`config.mk`:
```
export PLATFORM = sky130hd
export DESIGN_NAME = pcb_reg_bank
export DESIGN_NICKNAME = d
export VERILOG_FILES = /design/src/verilog/pcb_i2c_slave.v /design/src/verilog/pcb_reg_bank.v
export VERILOG_INCLUDE_DIRS = /design/src /design/src/verilog
export SDC_FILE = /design/constraint.sdc
export NUM_CORES = 1
export LEC_CHECK = 0
export CORE_MARGIN = 5
export CORE_UTILIZATION = 55
export CTS_BUF_LIST = sky130_fd_sc_hd__clkbuf_8
export CTS_CLUSTER_DIAMETER = 120
export DETAILED_ROUTE_END_ITERATION = 6
export DONT_BUFFER_PORTS = 1
export PLACE_DENSITY = 0.74
export RECOVER_POWER = 25
export SETUP_SLACK_MARGIN = 0.15
export SLEW_MARGIN = 10
export SYNTH_ARGS = -nofsm -noshare
export SYNTH_HDL_FRONTEND = slang
export SYNTH_SLANG_ARGS = --single-unit
```
`constraint.sdc`:
```
create_clock -name sys_clk_i -period 3.8 [get_ports sys_clk_i]
set_clock_uncertainty 0.05 [all_clocks]
set_input_delay 0.19 -clock sys_clk_i [delete_from_list [all_inputs] [get_ports sys_clk_i]]
set_output_delay 0.19 -clock sys_clk_i [all_outputs]
set_load 0.01 [all_outputs]
```
`src/verilog/pcb_defines.vh`:
```
// register offsets, field positions, reset values and configuration copy counts for the pll configuration bank
`ifndef PCB_DEFINES_VH
`define PCB_DEFINES_VH

// serial bus device address, value is arbitrary
`define PCB_DEV_ADDR 7'h6A

// register offsets
`define PCB_ADDR_SUSPEND 8'h04
`define PCB_ADDR_REFSEL 8'h05
`define PCB_ADDR_RSVD_06 8'h06
`define PCB_ADDR_XTRIM 8'h07
`define PCB_ADDR_RSVD_08 8'h08
`define PCB_ADDR_RSVD_09 8'h09
`define PCB_ADDR_LOOP_SET4 8'h0A
`define PCB_ADDR_LOOP_SET5 8'h0B
`define PCB_ADDR_LOOP_SET0 8'h0C
`define PCB_ADDR_LOOP_SET1 8'h0D
`define PCB_ADDR_LOOP_SET2 8'h0E
`define PCB_ADDR_LOOP_SET3 8'h0F
`define PCB_ADDR_REFDIV_SET0 8'h10
`define PCB_ADDR_REFDIV_SET1 8'h11
`define PCB_ADDR_REFDIV_SET2 8'h12
`define PCB_ADDR_REFDIV_SET3 8'h13
`define PCB_ADDR_REFDIV_SET4 8'h14
`define PCB_ADDR_REFDIV_SET5 8'h15
`define PCB_ADDR_FBLOW_SET4 8'h16

// field positions
`define PCB_SHUTDOWN_BIT 7
`define PCB_REFSEL_BIT 6
`define PCB_REFSEL_FIXED_BIT 2
`define PCB_LOOP_CZ_BIT 7

// reset values
`define PCB_RST_SUSPEND_N 4'hF
`define PCB_RST_SHUTDOWN 1'b0
`define PCB_RST_REFSEL 1'b0
`define PCB_RST_XTRIM 5'h00
`define PCB_RST_LOOP 8'h10
`define PCB_RST_REFDIV 7'h00
`define PCB_RST_FBLOW 8'h01

// configuration copies
`define PCB_NUM_CFG 6
`define PCB_LAST_CFG 3'h5

`endif

```
`src/verilog/pcb_i2c_slave.v`:
```
// serial management bus slave that turns bus transfers into register write strobes and read fetches
`timescale 1ns/1ps
`include "pcb_defines.vh"
module pcb_i2c_slave (
    // clock and reset
    input wire sys_clk_i,
    input wire srst_i,
    // bus pins
    input wire scl_i,
    input wire sda_i,
    output wire sda_o,
    output reg sda_oe_o,
    // register side
    output reg wr_en_o,
    output reg [7:0] wr_addr_o,
    output reg [7:0] wr_data_o,
    output wire [7:0] rd_addr_o,
    input wire [7:0] rd_data_i
);
    localparam ST_IDLE = 3'd0;
    localparam ST_ADDR = 3'd1;
    localparam ST_REG = 3'd2;
    localparam ST_WR = 3'd3;
    localparam ST_RD = 3'd4;
    localparam ST_ACK = 3'd5;
    localparam ST_MACK = 3'd6;

    reg [2:0] scl_s;
    reg [2:0] sda_s;
    reg scl_f;
    reg sda_f;
    reg scl_d;
    reg sda_d;
    reg [2:0] state;
    reg [2:0] after;
    reg [3:0] cnt;
    reg [7:0] sr;
    reg [7:0] tx;
    reg [7:0] ptr;
    wire scl_rise;
    wire scl_fall;
    wire start_seen;
    wire stop_seen;

    // open drain: only ever pull low
    assign sda_o = 1'b0;
    assign rd_addr_o = ptr;
    assign scl_rise = scl_f & ~scl_d;
    assign scl_fall = ~scl_f & scl_d;
    assign start_seen = scl_f & scl_d & sda_d & ~sda_f;
    assign stop_seen = scl_f & scl_d & ~sda_d & sda_f;

    // three stage sync, level moves only when the last two stages agree
    always @(posedge sys_clk_i) begin
        if (srst_i) begin
            scl_s <= 3'h7;
            sda_s <= 3'h7;
            scl_f <= 1'b1;
            sda_f <= 1'b1;
            scl_d <= 1'b1;
            sda_d <= 1'b1;
        end else begin
            scl_s <= {scl_s[1:0], scl_i};
            sda_s <= {sda_s[1:0], sda_i};
            if (scl_s[1] == scl_s[2]) begin
                scl_f <= scl_s[2];
            end
            if (sda_s[1] == sda_s[2]) begin
                sda_f <= sda_s[2];
            end
            scl_d <= scl_f;
            sda_d <= sda_f;
        end
    end

    always @(posedge sys_clk_i) begin
        if (srst_i) begin
            state <= ST_IDLE;
            after <= ST_IDLE;
            cnt <= 4'h0;
            sr <= 8'h00;
            tx <= 8'h00;
            ptr <= 8'h00;
            sda_oe_o <= 1'b0;
            wr_en_o <= 1'b0;
            wr_addr_o <= 8'h00;
            wr_data_o <= 8'h00;
        end else begin
            wr_en_o <= 1'b0;
            if (start_seen) begin
                state <= ST_ADDR;
                cnt <= 4'h0;
                sda_oe_o <= 1'b0;
            end else if (stop_seen) begin
                state <= ST_IDLE;
                sda_oe_o <= 1'b0;
            end else if (scl_rise) begin
                if (state == ST_ADDR || state == ST_REG || state == ST_WR) begin
                    sr <= {sr[6:0], sda_f};
                    cnt <= cnt + 4'h1;
                end else if (state == ST_MACK && sda_f) begin
                    // master nack ends the read burst
                    state <= ST_IDLE;
                end
            end else if (scl_fall) begin
                case (state)
                    ST_ADDR, ST_REG, ST_WR: begin
                        if (cnt == 4'h8) begin
                            cnt <= 4'h0;
                            state <= ST_ACK;
                            sda_oe_o <= 1'b1;
                            if (state == ST_ADDR) begin
                                after <= sr[0] ? ST_RD : ST_REG;
                                if (sr[7:1] != `PCB_DEV_ADDR) begin
                                    state <= ST_IDLE;
                                    sda_oe_o <= 1'b0;
                                end
                            end else if (state == ST_REG) begin
                                ptr <= sr;
                                after <= ST_WR;
                            end else begin
                                wr_en_o <= 1'b1;
                                wr_addr_o <= ptr;
                                wr_data_o <= sr;
                                ptr <= ptr + 8'h01;
                                after <= ST_WR;
                            end
                        end
                    end
                    ST_ACK, ST_MACK: begin
                        if (after == ST_RD) begin
                            // fetch on the falling edge so the first bit is set up before scl rises
                            state <= ST_RD;
                            tx <= rd_data_i;
                            sda_oe_o <= ~rd_data_i[7];
                            cnt <= 4'h1;
                            ptr <= ptr + 8'h01;
                        end else begin
                            state <= after;
                            sda_oe_o <= 1'b0;
                            cnt <= 4'h0;
                        end
                    end
                    ST_RD: begin
                        if (cnt == 4'h8) begin
                            sda_oe_o <= 1'b0;
                            state <= ST_MACK;
                        end else begin
                            tx <= {tx[6:0], 1'b0};
                            sda_oe_o <= ~tx[6];
                            cnt <= cnt + 4'h1;
                        end
                    end
                    default: begin
                        sda_oe_o <= 1'b0;
                    end
                endcase
            end
        end
    end
endmodule // pcb_i2c_slave

```
`src/verilog/pcb_reg_bank.v`:
```
// configuration register bank for the first pll and shared reference settings
// Operation
// four active-low pll suspend bits, reset to ones so all pll_suspend_n run
// shutdown pin configuration bit held in top bit of suspend register
// reference source bit: zero picks crystal, one picks external input clock
// five-bit crystal load trim kept in low bits, driven to capacitor array
// seven-bit reference divider in six copies at 0x10 to 0x15, top reserved
// reference divider value is used directly as ratio, up to 127
// first pll powers down when active reference divider is zero
// feedback divider low byte for configuration four at 0x16, reset 01
// six loop registers 0x0A-0x0F: zero cap, pump current, zero resistor, reset 10
// three-bit select picks the active configuration copy in software mode
// host programs full feedback divider only within 2 to 4095; the bank stores any written value without a range check
// reserved bits and registers read zero and ignore writes; bit 2 of 0x05 reads one
`timescale 1ns/1ps
`include "pcb_defines.vh"
module pcb_reg_bank (
    // clock and reset
    input wire sys_clk_i,
    input wire srst_i,
    // serial management bus pins
    input wire scl_i,
    input wire sda_i,
    output wire sda_o,
    output wire sda_oe_o,
    // configuration selection
    input wire control_source_mode_i,
    input wire [2:0] sw_config_select_i,
    input wire [2:0] config_select_pin_i,
    // shared analog controls
    output reg [3:0] pll_suspend_n_o,
    output reg shutdown_pin_config_o,
    output reg ref_source_select_o,
    output reg [4:0] crystal_cap_trim_o,
    // first pll, active configuration, plus the configuration four feedback divider low byte
    output reg [2:0] active_config_o,
    output reg loop_zero_cap_select_o,
    output reg [2:0] charge_pump_current_o,
    output reg [3:0] loop_zero_resistor_o,
    output reg [6:0] reference_divider_o,
    output reg pll_a_power_down_o,
    output reg [7:0] feedback_divider_low_set4_o
);
    wire wr_en;
    wire [7:0] wr_addr;
    wire [7:0] wr_data;
    wire [7:0] rd_addr;
    reg [7:0] rd_data;

    reg [3:0] suspend_n;
    reg shutdown_cfg;
    reg ref_sel;
    reg [4:0] cap_trim;
    reg [7:0] fb_low4;
    wire [7:0] loop_q [0:`PCB_NUM_CFG-1];
    wire [6:0] refdiv_q [0:`PCB_NUM_CFG-1];

    reg [2:0] pin_s0;
    reg [2:0] pin_s1;
    reg [2:0] pin_s2;
    reg [2:0] pin_sel;
    reg [2:0] next_cfg;

    pcb_i2c_slave u_bus (
        .sys_clk_i(sys_clk_i),
        .srst_i(srst_i),
        .scl_i(scl_i),
        .sda_i(sda_i),
        .sda_o(sda_o),
        .sda_oe_o(sda_oe_o),
        .wr_en_o(wr_en),
        .wr_addr_o(wr_addr),
        .wr_data_o(wr_data),
        .rd_addr_o(rd_addr),
        .rd_data_i(rd_data)
    );

    // shared single registers; only defined fields are stored
    always @(posedge sys_clk_i) begin
        if (srst_i) begin
            suspend_n <= `PCB_RST_SUSPEND_N;
            shutdown_cfg <= `PCB_RST_SHUTDOWN;
            ref_sel <= `PCB_RST_REFSEL;
            cap_trim <= `PCB_RST_XTRIM;
            fb_low4 <= `PCB_RST_FBLOW;
        end else if (wr_en) begin
            case (wr_addr)
                `PCB_ADDR_SUSPEND: begin
                    suspend_n <= wr_data[3:0];
                    shutdown_cfg <= wr_data[`PCB_SHUTDOWN_BIT];
                end
                `PCB_ADDR_REFSEL: begin
                    ref_sel <= wr_data[`PCB_REFSEL_BIT];
                end
                `PCB_ADDR_XTRIM: begin
                    cap_trim <= wr_data[4:0];
                end
                `PCB_ADDR_FBLOW_SET4: begin
                    fb_low4 <= wr_data;
                end
                default: begin
                    // reserved and foreign addresses are dropped
                    cap_trim <= cap_trim;
                end
            endcase
        end
    end

    // one storage slice per configuration copy
    genvar c;
    generate
        for (c = 0; c < `PCB_NUM_CFG; c = c + 1) begin : g_cfg
            // loop registers sit in order 4,5,0,1,2,3
            localparam integer LOOP_OFS = (c >= 4) ? (`PCB_ADDR_LOOP_SET4 + c - 4) : (`PCB_ADDR_LOOP_SET0 + c);
            localparam integer REF_OFS = `PCB_ADDR_REFDIV_SET0 + c;
            // offsets fit in one byte, the cut to the bus address width is intended
            localparam [7:0] LOOP_ADDR = LOOP_OFS[7:0];
            localparam [7:0] REF_ADDR = REF_OFS[7:0];
            reg [7:0] loop_r;
            reg [6:0] ref_r;
            always @(posedge sys_clk_i) begin
                if (srst_i) begin
                    loop_r <= `PCB_RST_LOOP;
                    ref_r <= `PCB_RST_REFDIV;
                end else if (wr_en) begin
                    if (wr_addr == LOOP_ADDR) begin
                        loop_r <= wr_data;
                    end
                    if (wr_addr == REF_ADDR) begin
                        ref_r <= wr_data[6:0];
                    end
                end
            end
            assign loop_q[c] = loop_r;
            assign refdiv_q[c] = ref_r;
        end
    endgenerate

    // read mux, unused bits and unmapped offsets return zero, except bit 2 of 0x05 which reads one
    always @* begin
        rd_data = 8'h00;
        case (rd_addr)
            `PCB_ADDR_SUSPEND: rd_data = {shutdown_cfg, 3'b000, suspend_n};
            `PCB_ADDR_REFSEL: begin
                rd_data[`PCB_REFSEL_BIT] = ref_sel;
                // fixed one keeps the printed default of this register visible
                rd_data[`PCB_REFSEL_FIXED_BIT] = 1'b1;
            end
            `PCB_ADDR_XTRIM: rd_data = {3'b000, cap_trim};
            `PCB_ADDR_LOOP_SET4: rd_data = loop_q[4];
            `PCB_ADDR_LOOP_SET5: rd_data = loop_q[5];
            `PCB_ADDR_LOOP_SET0: rd_data = loop_q[0];
            `PCB_ADDR_LOOP_SET1: rd_data = loop_q[1];
            `PCB_ADDR_LOOP_SET2: rd_data = loop_q[2];
            `PCB_ADDR_LOOP_SET3: rd_data = loop_q[3];
            `PCB_ADDR_REFDIV_SET0: rd_data = {1'b0, refdiv_q[0]};
            `PCB_ADDR_REFDIV_SET1: rd_data = {1'b0, refdiv_q[1]};
            `PCB_ADDR_REFDIV_SET2: rd_data = {1'b0, refdiv_q[2]};
            `PCB_ADDR_REFDIV_SET3: rd_data = {1'b0, refdiv_q[3]};
            `PCB_ADDR_REFDIV_SET4: rd_data = {1'b0, refdiv_q[4]};
            `PCB_ADDR_REFDIV_SET5: rd_data = {1'b0, refdiv_q[5]};
            `PCB_ADDR_FBLOW_SET4: rd_data = fb_low4;
            default: rd_data = 8'h00;
        endcase
    end

    // select pins come from outside, filtered like the bus pins
    always @(posedge sys_clk_i) begin
        if (srst_i) begin
            pin_s0 <= 3'h0;
            pin_s1 <= 3'h0;
            pin_s2 <= 3'h0;
            pin_sel <= 3'h0;
        end else begin
            pin_s0 <= config_select_pin_i;
            pin_s1 <= pin_s0;
            pin_s2 <= pin_s1;
            if (pin_s1 == pin_s2) begin
                pin_sel <= pin_s2;
            end
        end
    end

    // codes 6 and 7 have no copy behind them, fall back to copy 0
    always @* begin
        next_cfg = control_source_mode_i ? sw_config_select_i : pin_sel;
        if (next_cfg > `PCB_LAST_CFG) begin
            next_cfg = 3'h0;
        end
    end

    // outputs are registered so the analog side never sees decode glitches
    always @(posedge sys_clk_i) begin
        if (srst_i) begin
            pll_suspend_n_o <= `PCB_RST_SUSPEND_N;
            shutdown_pin_config_o <= `PCB_RST_SHUTDOWN;
            ref_source_select_o <= `PCB_RST_REFSEL;
            crystal_cap_trim_o <= `PCB_RST_XTRIM;
            active_config_o <= 3'h0;
            loop_zero_cap_select_o <= 1'b0;
            // matches the pump field of the loop register default, so no step after reset
            charge_pump_current_o <= 3'h1;
            loop_zero_resistor_o <= 4'h0;
            reference_divider_o <= `PCB_RST_REFDIV;
            pll_a_power_down_o <= 1'b1;
            feedback_divider_low_set4_o <= `PCB_RST_FBLOW;
        end else begin
            pll_suspend_n_o <= suspend_n;
            shutdown_pin_config_o <= shutdown_cfg;
            ref_source_select_o <= ref_sel;
            crystal_cap_trim_o <= cap_trim;
            active_config_o <= next_cfg;
            loop_zero_cap_select_o <= loop_q[next_cfg][`PCB_LOOP_CZ_BIT];
            charge_pump_current_o <= loop_q[next_cfg][6:4];
            loop_zero_resistor_o <= loop_q[next_cfg][3:0];
            reference_divider_o <= refdiv_q[next_cfg];
            pll_a_power_down_o <= (refdiv_q[next_cfg] == 7'h00);
            // feedback divider range is the host's duty and is not checked here
            feedback_divider_low_set4_o <= fb_low4;
        end
    end
endmodule // pcb_reg_bank
```
Yosys cells after proc, flatten, opt, wreduce, memory -nomap -nowiden:

Cells that the tools add are included.

* $add $sub $neg: 2
* mux-type cells: 49
* shift operators: 0
* magnitude comparators: 2
* reductions and logical operators: 40
* div/mod/pow operators: 0
* eq/ne operators: 58
* multipliers: 0
* bitwise logic cells: 22

Operator list (number)
* $eq A8 B5 Y1 const B: 14
* $eq A8 B4 Y1 const B: 12
* $eq A8 B3 Y1 const B: 6
* $mux W8: 6
* $pmux W3 S15: 1
* $mux W3: 13
* $reduce_and A2 Y1: 16
* $pmux W2 S15: 1
* $mux W7: 4
* $bmux W8 S3: 1
* $reduce_and A6 Y1: 4
* $bmux W7 S3: 1
* $mux W4: 5
* $pmux W1 S16: 1
* $pmux W8 S2: 1
* $reduce_and A8 Y1: 2
* $not A1 Y1: 14
* $pmux W1 S14: 1
* $pmux W7 S2: 1
* $eq A3 B3 Y1 const B: 4
* $pmux W4 S3: 1
* $ne A2 B2 Y1 const B: 5
* $ne A5 B1 Y1 const B: 2
* $mux W1: 9
* 31 further kinds: 48

* bits in latches: 0
* flip-flop bits (word level): 220
* memory bits (read-only): 0
* memories kept: 0
* RAM bits: 0
* output and inout port bits: 40
* input bits: 11

Longest topological paths before layout:

* word-level depth: 9
* gate-level depth with buffers: 10
* depth with buffers taken out: 8

By module:

A second synthesis with hierarchy kept.

* cells, all modules: 1138
* area total of the unflattened synthesis: 10052.1 um^2

Modules (own cells, without submodules)
* pcb_reg_bank: instances 1, area an instance 7073.0 um^2, cells each 800, sequential area each 3183.1 um^2
* pcb_i2c_slave: instances 1, area an instance 2979.1 um^2, cells each 338, sequential area each 1221.2 um^2

Worst setup path before layout:

OpenSTA, ideal clock, no wires.

* path kind: flip-flop to flip-flop
* start point: register u_bus.ptr[0] (netlist: u_bus.rd_addr_o[0])
* end point: register u_bus.tx[2]
* path buffers: 2
* path slack: 1791 ps
* clock period less this slack: 2009 ps
* arrival time: 1825 ps
* data required time: 3616 ps
* cell stages (with the launch flop): 11
* setup time: 134 ps
* path through: dfxtp_1 > inv_1 > ha_1 > clkbuf_1 > clkbuf_1 > nand3_1 > o21ai_0 > a32oi_1 > o2111ai_1 > o31ai_1 > a31oi_1

* word-level cells in the longest chain between the ends: 4
* elaborated cells on any way between the ends: 19
* those cells by class: 16 x eq/ne; 3 x mux

Ends and longest elaborated chain
* start, declared: line pcb_i2c_slave.v:39 `reg [7:0] ptr;`
* start signal, assigned: line pcb_i2c_slave.v:119 `ptr <= sr;`
* start signal, assigned: line pcb_i2c_slave.v:125 `ptr <= ptr + 8'h01;`
* start signal, assigned: line pcb_i2c_slave.v:137 `ptr <= ptr + 8'h01;`
* $eq A8 B5 Y1, or another cell as far along: line pcb_reg_bank.v:142 `case (rd_addr)`
* $pmux W1 S16 *: line pcb_reg_bank.v:142
* $mux W7 *: line pcb_i2c_slave.v:131 `if (after == ST_RD) begin`
* $pmux W7 S2 *: line pcb_i2c_slave.v:106 `case (state)`
* end signal, assigned: line pcb_i2c_slave.v:134 `tx <= rd_data_i;`
* end signal, assigned: line pcb_i2c_slave.v:149 `tx <= {tx[6:0], 1'b0};`
* end, declared: line pcb_i2c_slave.v:38 `reg [7:0] tx;`

Every way passes the cells marked *; elsewhere a longest branch is shown, timed or not. The select of a mux whose other input is x is not followed.
A chain may end at the register's enable or synchronous reset.

Worst setup path in the final report:

* start point: input port srst_i
* end point: register u_bus.wr_addr_o[6]

RTL lines
* start, declared: line pcb_reg_bank.v:20 `input wire srst_i,`
* end signal, assigned: line pcb_i2c_slave.v:123 `wr_addr_o <= ptr;`
* end, declared: line pcb_i2c_slave.v:15 `output reg [7:0] wr_addr_o,`

No word-level cell between the ends.

==> results.cfg <==
[placed_design]
dp_cells = 1358
routabilityCongestion = 1.05
pre_cts_ws_ns = 1.12
io_buffers = 0
dp_hpwl_um = 20600

[timing]
finalCriticalPeriod_ns = 2.85
slew_violations = 190
hold_slack_ns = 0.138
finalSetupViolCount = 0
tns_ns = 0
max_freq_ghz = 0.351
rsz0062_at_grt = no
fin_crit_sh_pct = 74.9
layout_setup_ws_ns = 0.953
hold_violations = 0
slew_headroom_pct = -149
worst_slew_pin_slew_ns = 3.74

[drt]
routedWlPerCell_um = 21.0
routed_wl_um = 30000
route.detailed.drc = 0
vias = 9021
dr.pass1.iters = 5
via_per_inst = 6.30
drt_iter0_markers = 1000
drtAntennaViolNets = 0

[global_routing]
grt_use_total_pct = 27.3
grtUsageMet1_pct = 37.1
met3_usage_pct = 4.65
overflow = 0
antenna_found_initial = 0
busiest_layer = met2
first_global_vias = 8131
grt_pass1_wl_um = 46900
grt_max_degree = 190
use_met2_pct = 43.1

[run_status]
violations = max-capacitance violations, max-slew violations
status = complete, but fails checks

[critical_path]
cpPeakStageDelay_ns = 2.39
required_ns = 4.01
criticalPathCategory = input port to register
worstPathCellList = clkbuf_2 > nor2_1
path_buf_inv = 1
end_kind = register
arrival_ns = 3.06
cp_top_family = buffers and inverters
crit_fanout = 189
cpMaxStageDelayCell = clkbuf_2
cp-start-kind = input port

[yosys]
synth_edf_count = 0
synth_ff_type = dfxtp_1
synthArstFlopShare_pct = 0
syn_avg_cell_area_um2 = 8.46
ys_ff_latch = 220
synth_fp_nets = 1227
yosysWarnings = 0
netlist-cell-type-count = 79
seq_area_frac_synth_pct = 43.2
syn_area_mm2 = 0.0102
synth_cells = 1206

[pwr]
switchingPower_w = 0.00103
combinationalPowerShare_pct = 2.4
ir_drop_mv = 0.369
p_clk_share_pct = 47.3
p_leak_nw = 4.46
swShare_pct = 22.2
power_density_mw_per_mm2 = 419
seqPwrFrac_pct = 50.2
power.internal_w = 0.00361

[job]
maxCapViolCount = 1

[clock_tree]
clk_latency_ns = 0.54
cts_tree = done
cts-root-buf = clkbuf_8
cts_buffers = 37
numClockSinks = 220
clkTransAtPathRegs_ns = 0.06
cts_buffer_depth = 3
htree_levels = 2

[worst_hold_path]
hold_class = input port to register

[floorplanning]
die_h_um = 146
dieArea_mm2 = 0.0214
die_w_um = 146
initial_utilization_pct = 56.4
core_mm2 = 0.0181
row_count = 49
pin_count = 51

[cells_and_area]
drive_gt1_share_pct = 10.4
fin_cells = 1431
n_antenna_cell = 0
area_growth_pct = 8.62
num-nets-final = 1195
[sequential cells by signal (all words and copies together) (netlist names), 4 cells and up]
name,flops
cap_trim,5
crystal_cap_trim_o,5
fb_low4,8
feedback_divider_low_set4_o,8
g_cfg.loop_r,48
g_cfg.ref_r,42
loop_zero_resistor_o,4
pll_suspend_n_o,4
reference_divider_o,7
suspend_n,4
u_bus.cnt,4
u_bus.rd_addr_o,8
u_bus.sr,8
u_bus.tx,7
u_bus.wr_addr_o,8
u_bus.wr_data_o,8
[area by class of cell]
class	count	area, um2
Sequential cell	220	4400
Fill cell	1619	7010
Tap cell	229	287
Clock inverter	23	175
Multi-Input combinational cell	879	5380
Clock buffer	44	606
Inverter	15	56.3
Timing Repair Buffer	21	168
[cells by family after synthesis]
group | count (synthesis) | share of synthesized area, %
buf+inv | 107 | 4.35
simple gates | 494 | 23.0
fa+ha+maj | 11 | 1.32
compound gates | 258 | 16.7
other cells | 1 | 0.0368
mux | 110 | 11.0
flops | 220 | 43.2
xor+xnor | 5 | 0.429
[synth_stat cells (all sizes together), types with 3 or more instances]
library cell | count | area, um2
a311oi | 9 | 78.8
a211o | 3 | 26.3
o21ai | 38 | 190
nor3b | 5 | 42.5
nand3 | 82 | 410
a222oi | 5 | 50.1
and3b | 7 | 65.1
a31oi | 8 | 50.1
nor2 | 116 | 443
ha | 10 | 125
nor4 | 3 | 18.8
o221a | 5 | 56.3
nand2b | 7 | 43.8
inv | 15 | 56.3
a32oi | 6 | 52.6
clkbuf | 69 | 259
a21oi | 96 | 480
mux2 | 19 | 214
o211ai | 4 | 30.0
buf | 23 | 129
dfxtp | 220 | 4400
a2111oi | 3 | 45.0
o22ai | 9 | 56.3
o31ai | 7 | 52.6
o2111ai | 3 | 26.3
nor3 | 11 | 60.1
mux2i | 91 | 911
a22o | 5 | 45.0
nor2b | 31 | 194
a221oi | 7 | 61.3
a22oi | 17 | 128
and3 | 13 | 81.3
a211oi | 15 | 113
or3 | 3 | 18.8
and2 | 8 | 50.1
nand3b | 5 | 37.5
or2 | 14 | 87.6
nand2 | 168 | 636
xor2 | 4 | 35.0
nand4 | 11 | 68.8
[power groups by stage]
| stage | logic (W) | clock network [W] | registers, W |
|---|---|---|---|
| 2_1_floorplan | 0.0000859 | 0 | 0.00238 |
| 3_3_place_gp | 0.0000767 | 0 | 0.00238 |
| 3_5_place_dp | 0.0000772 | 0 | 0.00238 |
| 4_1_cts | 0.000114 | 0.00223 | 0.00233 |
| 5_1_grt | 0.000123 | 0.00236 | 0.00233 |
| 6_report | 0.000113 | 0.00220 | 0.00233 |
[routing by layer]
metal / vias up / part of all wire, %
met5: - / 0
met4: 0 / 4.2
met3: 90 / 8.3
met2: 429 / 46
met1: 4278 / 41
li1: 4224 / -
[layout by cell type (no fill, tap or decap), drive strengths merged, types with 29 or more instances in the layout]
master / instances
inv: 29
clkbuf: 45
nor2b: 31
mux2i: 91
nand3: 82
dfxtp: 220
o21ai: 38
a21oi: 96
nand2: 168
nor2: 116
[final timing paths]
check                                      startpoint                     end  slack (ns)  cells past startpoint
worst max-delay path                           srst_i      u_bus.wr_addr_o[6]        0.95                      2
worst min register to register         u_bus.scl_s[0]          u_bus.scl_s[1]        0.37                      1
worst min-delay path            sw_config_select_i[1]  reference_divider_o[0]        0.14                      5
worst max register to register     u_bus.rd_addr_o[2]          u_bus.sda_oe_o        1.05                      6
[what timing repair did]
| item | CTS | global route |
|---|---|---|
| resized for setup | 0 | 0 |
| endpoints found under the hold margin | 189 | 0 |
| setup buffers | 0 | 0 |
| setup endpoints to repair | 0 | 0 |
| hold buffers | 6 | 0 |
[through the flow]
| step | area, um2 | total power, W | util, % |
|---|---|---|---|
| final | 11100 | 0.00464 | 61.3 |
| after global routing | 11100 | 0.00481 | 61.3 |
| after CTS | 11100 | 0.00467 | 61.4 |
| after detailed placement | 10200 | 0.00246 | 56.6 |
| after global placement | 10200 | 0.00246 | 56.6 |
| after floorplan | 10200 | 0.00246 | - |
Power figures use the tool's default switching activity.
